**config.mk**
```make
export PLATFORM = sky130hd
export DESIGN_NAME = cbbc_regs
export DESIGN_NICKNAME = d
export VERILOG_FILES = /design/src/rtl/cbbc_pkg.sv /design/src/rtl/cbbc_regs.sv /design/src/rtl/cbbc_socket.sv
export VERILOG_INCLUDE_DIRS = /design/src /design/src/rtl
export SDC_FILE = /design/constraint.sdc
export NUM_CORES = 1
export LEC_CHECK = 0
export BUFFER_PORTS_ARGS = -buffer_cell sky130_fd_sc_hd__buf_2
export CAP_MARGIN = 40
export CORE_AREA = 2 2 85 87
export CTS_CLUSTER_SIZE = 25
export DETAILED_ROUTE_END_ITERATION = 10
export DIE_AREA = 0 0 87 89
export PLACE_DENSITY = 0.81
export SLEW_MARGIN = 10
export SYNTH_ARGS = -nofsm -noshare
export SYNTH_HDL_FRONTEND = slang
export SYNTH_SLANG_ARGS = --single-unit
```
**constraint.sdc**
```tcl
create_clock -name i_sys_clk -period 1.6 [get_ports i_sys_clk]
set_clock_uncertainty 0.05 [all_clocks]
set_input_delay 0.24 -clock i_sys_clk [delete_from_list [all_inputs] [get_ports i_sys_clk]]
set_output_delay 0.24 -clock i_sys_clk [all_outputs]
set_load 0.05 [all_outputs]
```
**src/rtl/cbbc_map.svh**
```systemverilog
// Constants for the bridge control and subsystem vendor registers.
`ifndef CBBC_MAP_SVH
`define CBBC_MAP_SVH
`define CBBC_OFF_BRIDGE_CTRL 8'h3E
`define CBBC_OFF_SUBSYS_VENDOR 8'h40
`define CBBC_BRIDGE_CTRL_RESET 16'h0340
// Arbitrary identifier reset value of our own choosing
`define CBBC_SUBSYS_VENDOR_RESET 16'h1D2B
`define CBBC_BIT_POST 10
`define CBBC_BIT_PF1 9
`define CBBC_BIT_PF0 8
`define CBBC_BIT_IRQ_ROUTE 7
`define CBBC_BIT_CARD_RST 6
`define CBBC_BIT_MABT 5
`define CBBC_BIT_VGA 3
`define CBBC_BIT_ISA 2
`define CBBC_BIT_SERR_EN 1
`define CBBC_BIT_PERR_EN 0
`define CBBC_ISA_TOP 16'hFFFF
`define CBBC_ISA_KEEP_MASK 10'h300
`endif

```
**src/rtl/cbbc_pkg.sv**
```systemverilog
// Types shared by the bridge control register block.
package cbbc_pkg;
   typedef struct packed {
      logic write_post_enable;
      logic mem_window1_prefetchable;
      logic mem_window0_prefetchable;
      logic functional_irq_route_select;
      logic isa_range_filter_enable;
      logic card_syserr_forward_enable;
      logic card_parity_response_enable;
   } cbbc_sock_t;

   typedef enum logic [2:0] {
      CBBC_LOAD_IDLE = 3'b001,
      CBBC_LOAD_WAIT = 3'b010,
      CBBC_LOAD_DONE = 3'b100
   } cbbc_load_t;
endpackage

```
**src/rtl/cbbc_regs.sv**
```systemverilog
// Bridge control and subsystem vendor registers for two bridge functions.
`timescale 1ns/1ps
`include "cbbc_map.svh"
module cbbc_regs (
   // Clock and resets; i_nrst is the global reset
   input wire logic i_sys_clk,
   input wire logic i_nrst,
   input wire logic i_pci_bus_reset,
   input wire logic i_pme_enable,
   // Configuration access
   input wire logic i_cfg_wr,
   input wire logic i_cfg_rd,
   input wire logic i_cfg_func,
   input wire logic [7:0] i_cfg_addr,
   input wire logic [15:0] i_cfg_wdata,
   output logic [15:0] o_cfg_rdata,
   output logic o_cfg_hit,
   // System control lock
   input wire logic i_subsystem_write_lock,
   // Serial configuration memory
   input wire logic i_eeprom_present,
   input wire logic i_eeprom_valid,
   input wire logic [15:0] i_eeprom_vendor,
   output logic o_eeprom_load_req,
   // Card side events, per socket
   input wire logic [1:0] i_card_system_error,
   input wire logic [1:0] i_card_parity_error_det,
   input wire logic [1:0] i_card_master_abort,
   input wire logic [1:0] i_card_irq,
   input wire logic [15:0] i_io_addr,
   input wire logic i_serr_enable,
   // Decisions and outputs
   output logic [1:0] o_card_reset_out,
   output logic [1:0] o_write_post_enable,
   output logic [1:0] o_mem_window0_prefetchable,
   output logic [1:0] o_mem_window1_prefetchable,
   output logic [1:0] o_irq_to_pci,
   output logic [1:0] o_irq_to_legacy,
   output logic [1:0] o_io_forward_ok,
   output logic o_vga_forward_enable,
   output logic o_target_abort,
   output logic o_serr,
   output logic [1:0] o_card_parity_error
);
   typedef struct packed {
      logic master_abort_report_mode;
      logic vga_forward_enable;
      logic [15:0] subsys_vendor;
      cbbc_pkg::cbbc_load_t load;
      logic [15:0] rdata;
      logic hit;
      logic [1:0] card_reset_out;
      logic target_abort;
      logic serr;
      logic [1:0] perr;
      logic [1:0] irq_pci;
      logic [1:0] irq_legacy;
      logic [1:0] io_ok;
   } cbbc_state_t;

   cbbc_state_t r;
   cbbc_state_t next_r;
   cbbc_pkg::cbbc_sock_t sock [2];
   logic [1:0] sock_card_rst;
   logic [1:0] sock_wr;

   function automatic logic [15:0] cbbc_bctl_read(input cbbc_pkg::cbbc_sock_t s,
                                                input logic card_rst, input logic mabt,
                                                input logic vga);
      logic [15:0] v;
      v = 16'h0000;
      v[`CBBC_BIT_POST] = s.write_post_enable;
      v[`CBBC_BIT_PF1] = s.mem_window1_prefetchable;
      v[`CBBC_BIT_PF0] = s.mem_window0_prefetchable;
      v[`CBBC_BIT_IRQ_ROUTE] = s.functional_irq_route_select;
      v[`CBBC_BIT_CARD_RST] = card_rst;
      v[`CBBC_BIT_MABT] = mabt;
      v[`CBBC_BIT_VGA] = vga;
      v[`CBBC_BIT_ISA] = s.isa_range_filter_enable;
      v[`CBBC_BIT_SERR_EN] = s.card_syserr_forward_enable;
      v[`CBBC_BIT_PERR_EN] = s.card_parity_response_enable;
      return v;
   endfunction

   // Last 768 bytes of a 1K block have address bits 9:8 nonzero
   function automatic logic cbbc_isa_blocked(input logic [15:0] a);
      return (a[9:0] & `CBBC_ISA_KEEP_MASK) != 10'h000;
   endfunction

   // Socket bits: one copy per function
   for (genvar g = 0; g < 2; g++) begin : g_sock
      assign sock_wr[g] = i_cfg_wr && (i_cfg_func == 1'(g)) &&
                          (i_cfg_addr == `CBBC_OFF_BRIDGE_CTRL);
      cbbc_socket u_sock (
         .i_sys_clk(i_sys_clk),
         .i_nrst(i_nrst),
         .i_pci_bus_reset(i_pci_bus_reset),
         .i_pme_enable(i_pme_enable),
         .i_wr(sock_wr[g]),
         .i_wdata(i_cfg_wdata),
         .o_bits(sock[g]),
         .o_card_reset_bit(sock_card_rst[g])
      );
   end

   always_comb begin
      next_r = r;
      next_r.hit = 1'b0;
      if (i_pci_bus_reset) begin
         // Master abort mode survives bus reset; VGA enable does not
         next_r.vga_forward_enable = 1'b0;
      end else if (i_cfg_wr && i_cfg_addr == `CBBC_OFF_BRIDGE_CTRL && !i_cfg_func) begin
         // Shared bits only from function 0
         next_r.master_abort_report_mode = i_cfg_wdata[`CBBC_BIT_MABT];
         next_r.vga_forward_enable = i_cfg_wdata[`CBBC_BIT_VGA];
      end
      if (i_cfg_wr && i_cfg_addr == `CBBC_OFF_SUBSYS_VENDOR && !i_subsystem_write_lock) begin
         next_r.subsys_vendor = i_cfg_wdata;
      end
      case (r.load)
         cbbc_pkg::CBBC_LOAD_IDLE: begin
            if (i_eeprom_present) begin
               next_r.load = cbbc_pkg::CBBC_LOAD_WAIT;
            end else begin
               next_r.load = cbbc_pkg::CBBC_LOAD_DONE;
            end
         end
         cbbc_pkg::CBBC_LOAD_WAIT: begin
            if (i_eeprom_valid) begin
               next_r.subsys_vendor = i_eeprom_vendor;
               next_r.load = cbbc_pkg::CBBC_LOAD_DONE;
            end
         end
         cbbc_pkg::CBBC_LOAD_DONE: begin
            next_r.load = cbbc_pkg::CBBC_LOAD_DONE;
         end
         default: begin
            next_r.load = cbbc_pkg::CBBC_LOAD_IDLE;
         end
      endcase
      next_r.rdata = 16'h0000;
      if (i_cfg_rd) begin
         if (i_cfg_addr == `CBBC_OFF_BRIDGE_CTRL) begin
            next_r.rdata = cbbc_bctl_read(sock[i_cfg_func], sock_card_rst[i_cfg_func],
                                          r.master_abort_report_mode, r.vga_forward_enable);
            next_r.hit = 1'b1;
         end else if (i_cfg_addr == `CBBC_OFF_SUBSYS_VENDOR) begin
            next_r.rdata = r.subsys_vendor;
            next_r.hit = 1'b1;
         end
      end
      next_r.target_abort = 1'b0;
      next_r.serr = 1'b0;
      for (int s = 0; s < 2; s++) begin
         next_r.card_reset_out[s] = sock_card_rst[s] || i_pci_bus_reset;
         if (i_card_master_abort[s] && r.master_abort_report_mode) begin
            next_r.target_abort = 1'b1;
            if (i_serr_enable) begin
               next_r.serr = 1'b1;
            end
         end
         if (i_card_system_error[s] && sock[s].card_syserr_forward_enable && i_serr_enable) begin
            next_r.serr = 1'b1;
         end
         next_r.perr[s] = i_card_parity_error_det[s] &&
                          sock[s].card_parity_response_enable;
         next_r.irq_pci[s] = i_card_irq[s] && !sock[s].functional_irq_route_select;
         next_r.irq_legacy[s] = i_card_irq[s] && sock[s].functional_irq_route_select;
         next_r.io_ok[s] = !(sock[s].isa_range_filter_enable &&
                             cbbc_isa_blocked(i_io_addr));
      end
   end

   // Global reset only; the bus reset is handled synchronously above
   always_ff @(posedge i_sys_clk or negedge i_nrst) begin
      if (!i_nrst) begin
         r <= '{master_abort_report_mode: 1'b0, vga_forward_enable: 1'b0,
                subsys_vendor: `CBBC_SUBSYS_VENDOR_RESET,
                load: cbbc_pkg::CBBC_LOAD_IDLE, rdata: 16'h0000, hit: 1'b0,
                card_reset_out: 2'b11, target_abort: 1'b0, serr: 1'b0,
                perr: 2'b00, irq_pci: 2'b00, irq_legacy: 2'b00, io_ok: 2'b11};
      end else begin
         r <= next_r;
      end
   end

   assign o_cfg_rdata = r.rdata;
   assign o_cfg_hit = r.hit;
   assign o_eeprom_load_req = (r.load == cbbc_pkg::CBBC_LOAD_WAIT);
   assign o_card_reset_out = r.card_reset_out;
   for (genvar g = 0; g < 2; g++) begin : g_out
      assign o_write_post_enable[g] = sock[g].write_post_enable;
      assign o_mem_window0_prefetchable[g] = sock[g].mem_window0_prefetchable;
      assign o_mem_window1_prefetchable[g] = sock[g].mem_window1_prefetchable;
   end
   assign o_irq_to_pci = r.irq_pci;
   assign o_irq_to_legacy = r.irq_legacy;
   assign o_io_forward_ok = r.io_ok;
   assign o_vga_forward_enable = r.vga_forward_enable;
   assign o_target_abort = r.target_abort;
   assign o_serr = r.serr;
   assign o_card_parity_error = r.perr;
endmodule

```
**src/rtl/cbbc_socket.sv**
```systemverilog
// One socket's copy of the socket-dependent bridge control bits.
`timescale 1ns/1ps
`include "cbbc_map.svh"
module cbbc_socket (
   // Clock and resets
   input wire logic i_sys_clk,
   input wire logic i_nrst,
   input wire logic i_pci_bus_reset,
   input wire logic i_pme_enable,
   // Register write
   input wire logic i_wr,
   input wire logic [15:0] i_wdata,
   // State
   output cbbc_pkg::cbbc_sock_t o_bits,
   output logic o_card_reset_bit
);
   typedef struct packed {
      cbbc_pkg::cbbc_sock_t bits;
      logic card_reset;
   } cbbc_sock_state_t;

   cbbc_sock_state_t r;
   cbbc_sock_state_t next_r;

   always_comb begin
      next_r = r;
      if (i_pci_bus_reset) begin
         // Card reset bit is PME context and survives bus reset then
         if (!i_pme_enable) begin
            next_r.card_reset = 1'b1;
         end
         next_r.bits.write_post_enable = 1'b0;
         next_r.bits.mem_window1_prefetchable = 1'b1;
         next_r.bits.mem_window0_prefetchable = 1'b1;
         next_r.bits.functional_irq_route_select = 1'b0;
         next_r.bits.isa_range_filter_enable = 1'b0;
         next_r.bits.card_syserr_forward_enable = 1'b0;
         next_r.bits.card_parity_response_enable = 1'b0;
      end else if (i_wr) begin
         next_r.bits.write_post_enable = i_wdata[`CBBC_BIT_POST];
         next_r.bits.mem_window1_prefetchable = i_wdata[`CBBC_BIT_PF1];
         next_r.bits.mem_window0_prefetchable = i_wdata[`CBBC_BIT_PF0];
         next_r.bits.functional_irq_route_select = i_wdata[`CBBC_BIT_IRQ_ROUTE];
         next_r.card_reset = i_wdata[`CBBC_BIT_CARD_RST];
         next_r.bits.isa_range_filter_enable = i_wdata[`CBBC_BIT_ISA];
         next_r.bits.card_syserr_forward_enable = i_wdata[`CBBC_BIT_SERR_EN];
         next_r.bits.card_parity_response_enable = i_wdata[`CBBC_BIT_PERR_EN];
      end
   end

   always_ff @(posedge i_sys_clk or negedge i_nrst) begin
      if (!i_nrst) begin
         r <= {1'b0, 1'b1, 1'b1, 1'b0, 1'b0, 1'b0, 1'b0, 1'b1};
      end else begin
         r <= next_r;
      end
   end

   assign o_bits = r.bits;
   assign o_card_reset_bit = r.card_reset;
endmodule

```
==> key figures <==
Outcome
  • Status: finished, final reports clean

Routing
  • Drt total wl: 8.57 mm
  • ANT nets after route: 0
  • Pre-antenna DRT Iters: 5
  • DRC violations left: 0
  • Via density per instance: 5.98
  • DR iter-0 viols: 272
  • DR vias: 2970
  • Drt wl/cell: 17.2 um

STA
  • Slew HR: 0.720
  • Fin crit share: 0.958
  • Tmin final: 1530 ps
  • Worst-margin pin slew: 420 ps
  • RSZ-0062 raised after global routing: no
  • Achievable frequency: 0.653 GHz
  • Final Hold Fails: 0
  • # setup viols final: 0
  • Final Max Slew Viols: 0

Synthesis
  • Mapped Nets: 410
  • Adder-cell area share of the yosys netlist: 0
  • Post-Synth XOR/XNOR Area: 0
  • Post-synth top flop: dfrtp_1
  • Synth area leader: dfrtp_1
  • YS warnings: 0
  • Simple logic cell fraction of the synthesized area: 0.189
  • Number of synthesized flops with an enable pin: 0
  • Most frequent cell after synthesis: dfrtp_1
  • Mux cell area share after synthesis: 0.0300
  • Mean Syn Cell Area: 10.1 um2
  • Mapped Cells: 335
  • Ranking of synthesized cells by area: dfrtp_1 (35%), dfstp_2 (15%), buf_4 (7.1%)
  • Sequential area share after synthesis: 0.496
  • Compound-cell area share of the yosys netlist: 0.173
  • Post-synth top cells: dfrtp_1 (47), buf_4 (32), nand4_1 (28)
  • Cell Area, Synth: 3370 um2
  • Largest family of logic cells by synthesized area: simple AND/OR/NAND/NOR gates
  • Unique masters post-synth: 39
  • Yosys top cell area share: 0.349
  • Flops & latches, synth: 66
  • Asr flop ratio synth: 1.00

Final layout
  • Filler cells: 557
  • Ant. Diodes: 0
  • Layout cells sized above 1: 0.429
  • Nets@finish: 487
  • Post-Layout Cell Count: 497
  • Post-Route Utilization: 0.618
  • Area Growth Syn to Fin: 23.0%

Power
  • Sw Pwr: 1.23 mW
  • Total power: 4.37 mW
  • Pwr dens: 1050 nW/um2
  • Gate power share: 0.186
  • Reg power frac: 0.497
  • Sw frac: 0.282
  • Internal power: 3.14 mW
  • Clock share of power: 0.317
  • VDD IR max: 0.000447 V
  • Leakage: 1.86 nW

Floorplanning
  • Die area: 7740 um2
  • Die W: 87 um
  • Core Footprint: 6720 um2
  • Die extent in y: 89 um
  • Ports: 112
  • Row count: 30
  • Starting density of the core: 0.502

GRT
  • Initial antenna violation count: 0
  • First-pass GRT wire length: 13.8 mm
  • Grt ovf: 0
  • Vias in the first global route: 2877
  • Maximum number of pins on one net before global-route repair: 67
  • GRT Util Overall: 0.233

Worst setup path
  • Req. time, crit path: 1310 ps
  • Critical path class: reg2out
  • CP Max Fanout: 4
  • CP endpoint kind: primary output
  • Nature of the critical path startpoint: flop
  • Worst endpoint data arrival time: 1240 ps

Clocking
  • CTS tree: done
  • H-tree levels: 3
  • Reg clk slew, reported paths: 70 ps
  • Clock Latency Late Sink: 340 ps
  • CTS root buf: clkbuf_8
  • CTS max path bufs: 2
  • CTS buffer count: 9
  • Clock Sinks: 66

Place
  • Post-DP HPWL: 6.11 mm
  • Placed cell count: 479
  • Gp weighted congestion: 0.867
  • Port Buf Inserts: 97

Flow run
  • Max-cap violations: 0

Worst hold path
  • Hold Crit Class: in2reg
-- per-stage QoR --
step	setup TNS, ps	hold slack, ps	instance area [um2]	setup slack, ps
finish	0	17.1	4150	67.9
global route	0	18.6	4150	12.2
CTS	0	8.68	4150	37.7
detailed placement	-2780	232	3920	-154
global placement	-1790	227	3920	-134
floorplan	-40.3	-106	3380	-38.6
-- layout make-up --
type | count | area [um2] | area share
repair buffers | 129 | 812 | 0.196
clock buffers | 11 | 141 | 0.0341
inverters | 2 | 7.51 | 0.00181
multi-input cells | 204 | 1360 | 0.328
well taps | 80 | 100 | 0.0241
flip-flops and latches | 66 | 1680 | 0.404
clock inverters | 5 | 53.8 | 0.0130
-- critical path: stages (launching register included) --
cell and delay (ps):
dfstp_2 550, nand2b_4 140, nor2_1 50, buf_6 150
-- worst paths after layout --
| path | from | to | slack [ps] | depth (start not counted) |
|---|---|---|---|---|
| worst max-delay path | r[29]$_DFFE_PN1P_ | o_eeprom_load_req | 70 | 3 |
| worst min-delay path | i_io_addr[9] | o_io_forward_ok[1]$_DFF_PN1_ | 20 | 2 |
| worst max register to register | r[29]$_DFFE_PN1P_ | r[42]$_DFF_PN1_ | 310 | 4 |
| worst min register to register | g_sock[0].u_sock.o_bits[2]$_DFFE_PN0P_ | o_io_forward_ok[0]$_DFF_PN1_ | 420 | 1 |
| max in group asynchronous | i_nrst | r[35]$_DFF_PN1_ | 780 | 3 |
| min in group asynchronous | i_nrst | o_card_parity_error[1]$_DFF_PN0_ | 390 | 3 |
-- cell usage in the layout (no fill, tap or decap), types with 2 or more instances in the layout --
| cell | count |
|---|---|
| buf_2 | 96 |
| dfrtp_1 | 47 |
| nand4_1 | 28 |
| o31ai_1 | 27 |
| buf_4 | 24 |
| nor2_1 | 23 |
| nand3_1 | 20 |
| dfstp_2 | 19 |
| a31oi_1 | 18 |
| a21oi_1 | 13 |
| a21boi_0 | 10 |
| clkbuf_8 | 10 |
| mux2_2 | 9 |
| and3_1 | 6 |
| buf_12 | 6 |
| nor2b_1 | 5 |
| and2_1 | 5 |
| o31a_1 | 4 |
| nand2b_1 | 3 |
| o21ai_0 | 3 |
| or2_2 | 3 |
| nand2_1 | 3 |
| nor3_1 | 3 |
| clkinv_2 | 3 |
| o21a_1 | 2 |
| a311o_1 | 2 |
| inv_1 | 2 |
| o22a_1 | 2 |
| a211o_1 | 2 |
| nor4_1 | 2 |
| dlygate4sd3_1 | 2 |
-- power groups by stage --
stage          Clock (mW)  Combinational (mW)  Sequential, mW
4_1_cts              1.40               0.803            2.17
3_3_place_gp            0               0.736            2.17
5_1_grt              1.51               0.886            2.20
6_report             1.39               0.812            2.17
2_1_floorplan           0               0.500            2.13
3_5_place_dp            0               0.783            2.19
-- kinds of logic (layout without fill, tap and decap cells) --
group	after synthesis	after routing
buf+inv	65	147
simple gates	111	111
mux	9	9
compound gates	84	84
flops	66	66
-- flip-flops by register name, summed over array words and instances (netlist names), 2 cells and up --
register                        count
g_sock.u_sock.o_bits               14
g_sock.u_sock.o_card_reset_bit      2
o_irq_to_legacy                     2
o_irq_to_pci                        2
o_card_parity_error                 2
o_io_forward_ok                     2
o_card_reset_out                    2
r                                  20
o_cfg_rdata                        16
-- what timing repair did --
action                                  in CTS  in global routing
resized for setup                            2                  1
cloned                                       0                  0
endpoints found under the setup margin       1                  1
endpoints found under the hold margin       48                  0
pin swaps                                    0                  0
hold buffers                                 2                  0
buffers inserted                             0                  0
-- metal layers --
layer / wire (um) / up-vias / GRT usage
li1: - / 1368 / -
met1: 3580 / 1450 / 0.308
met2: 4180 / 135 / 0.359
met3: 662 / 17 / 0.0766
met4: 149 / 0 / 0.0866
met5: 0 / - / 0
Power figures use the tool's default switching activity.
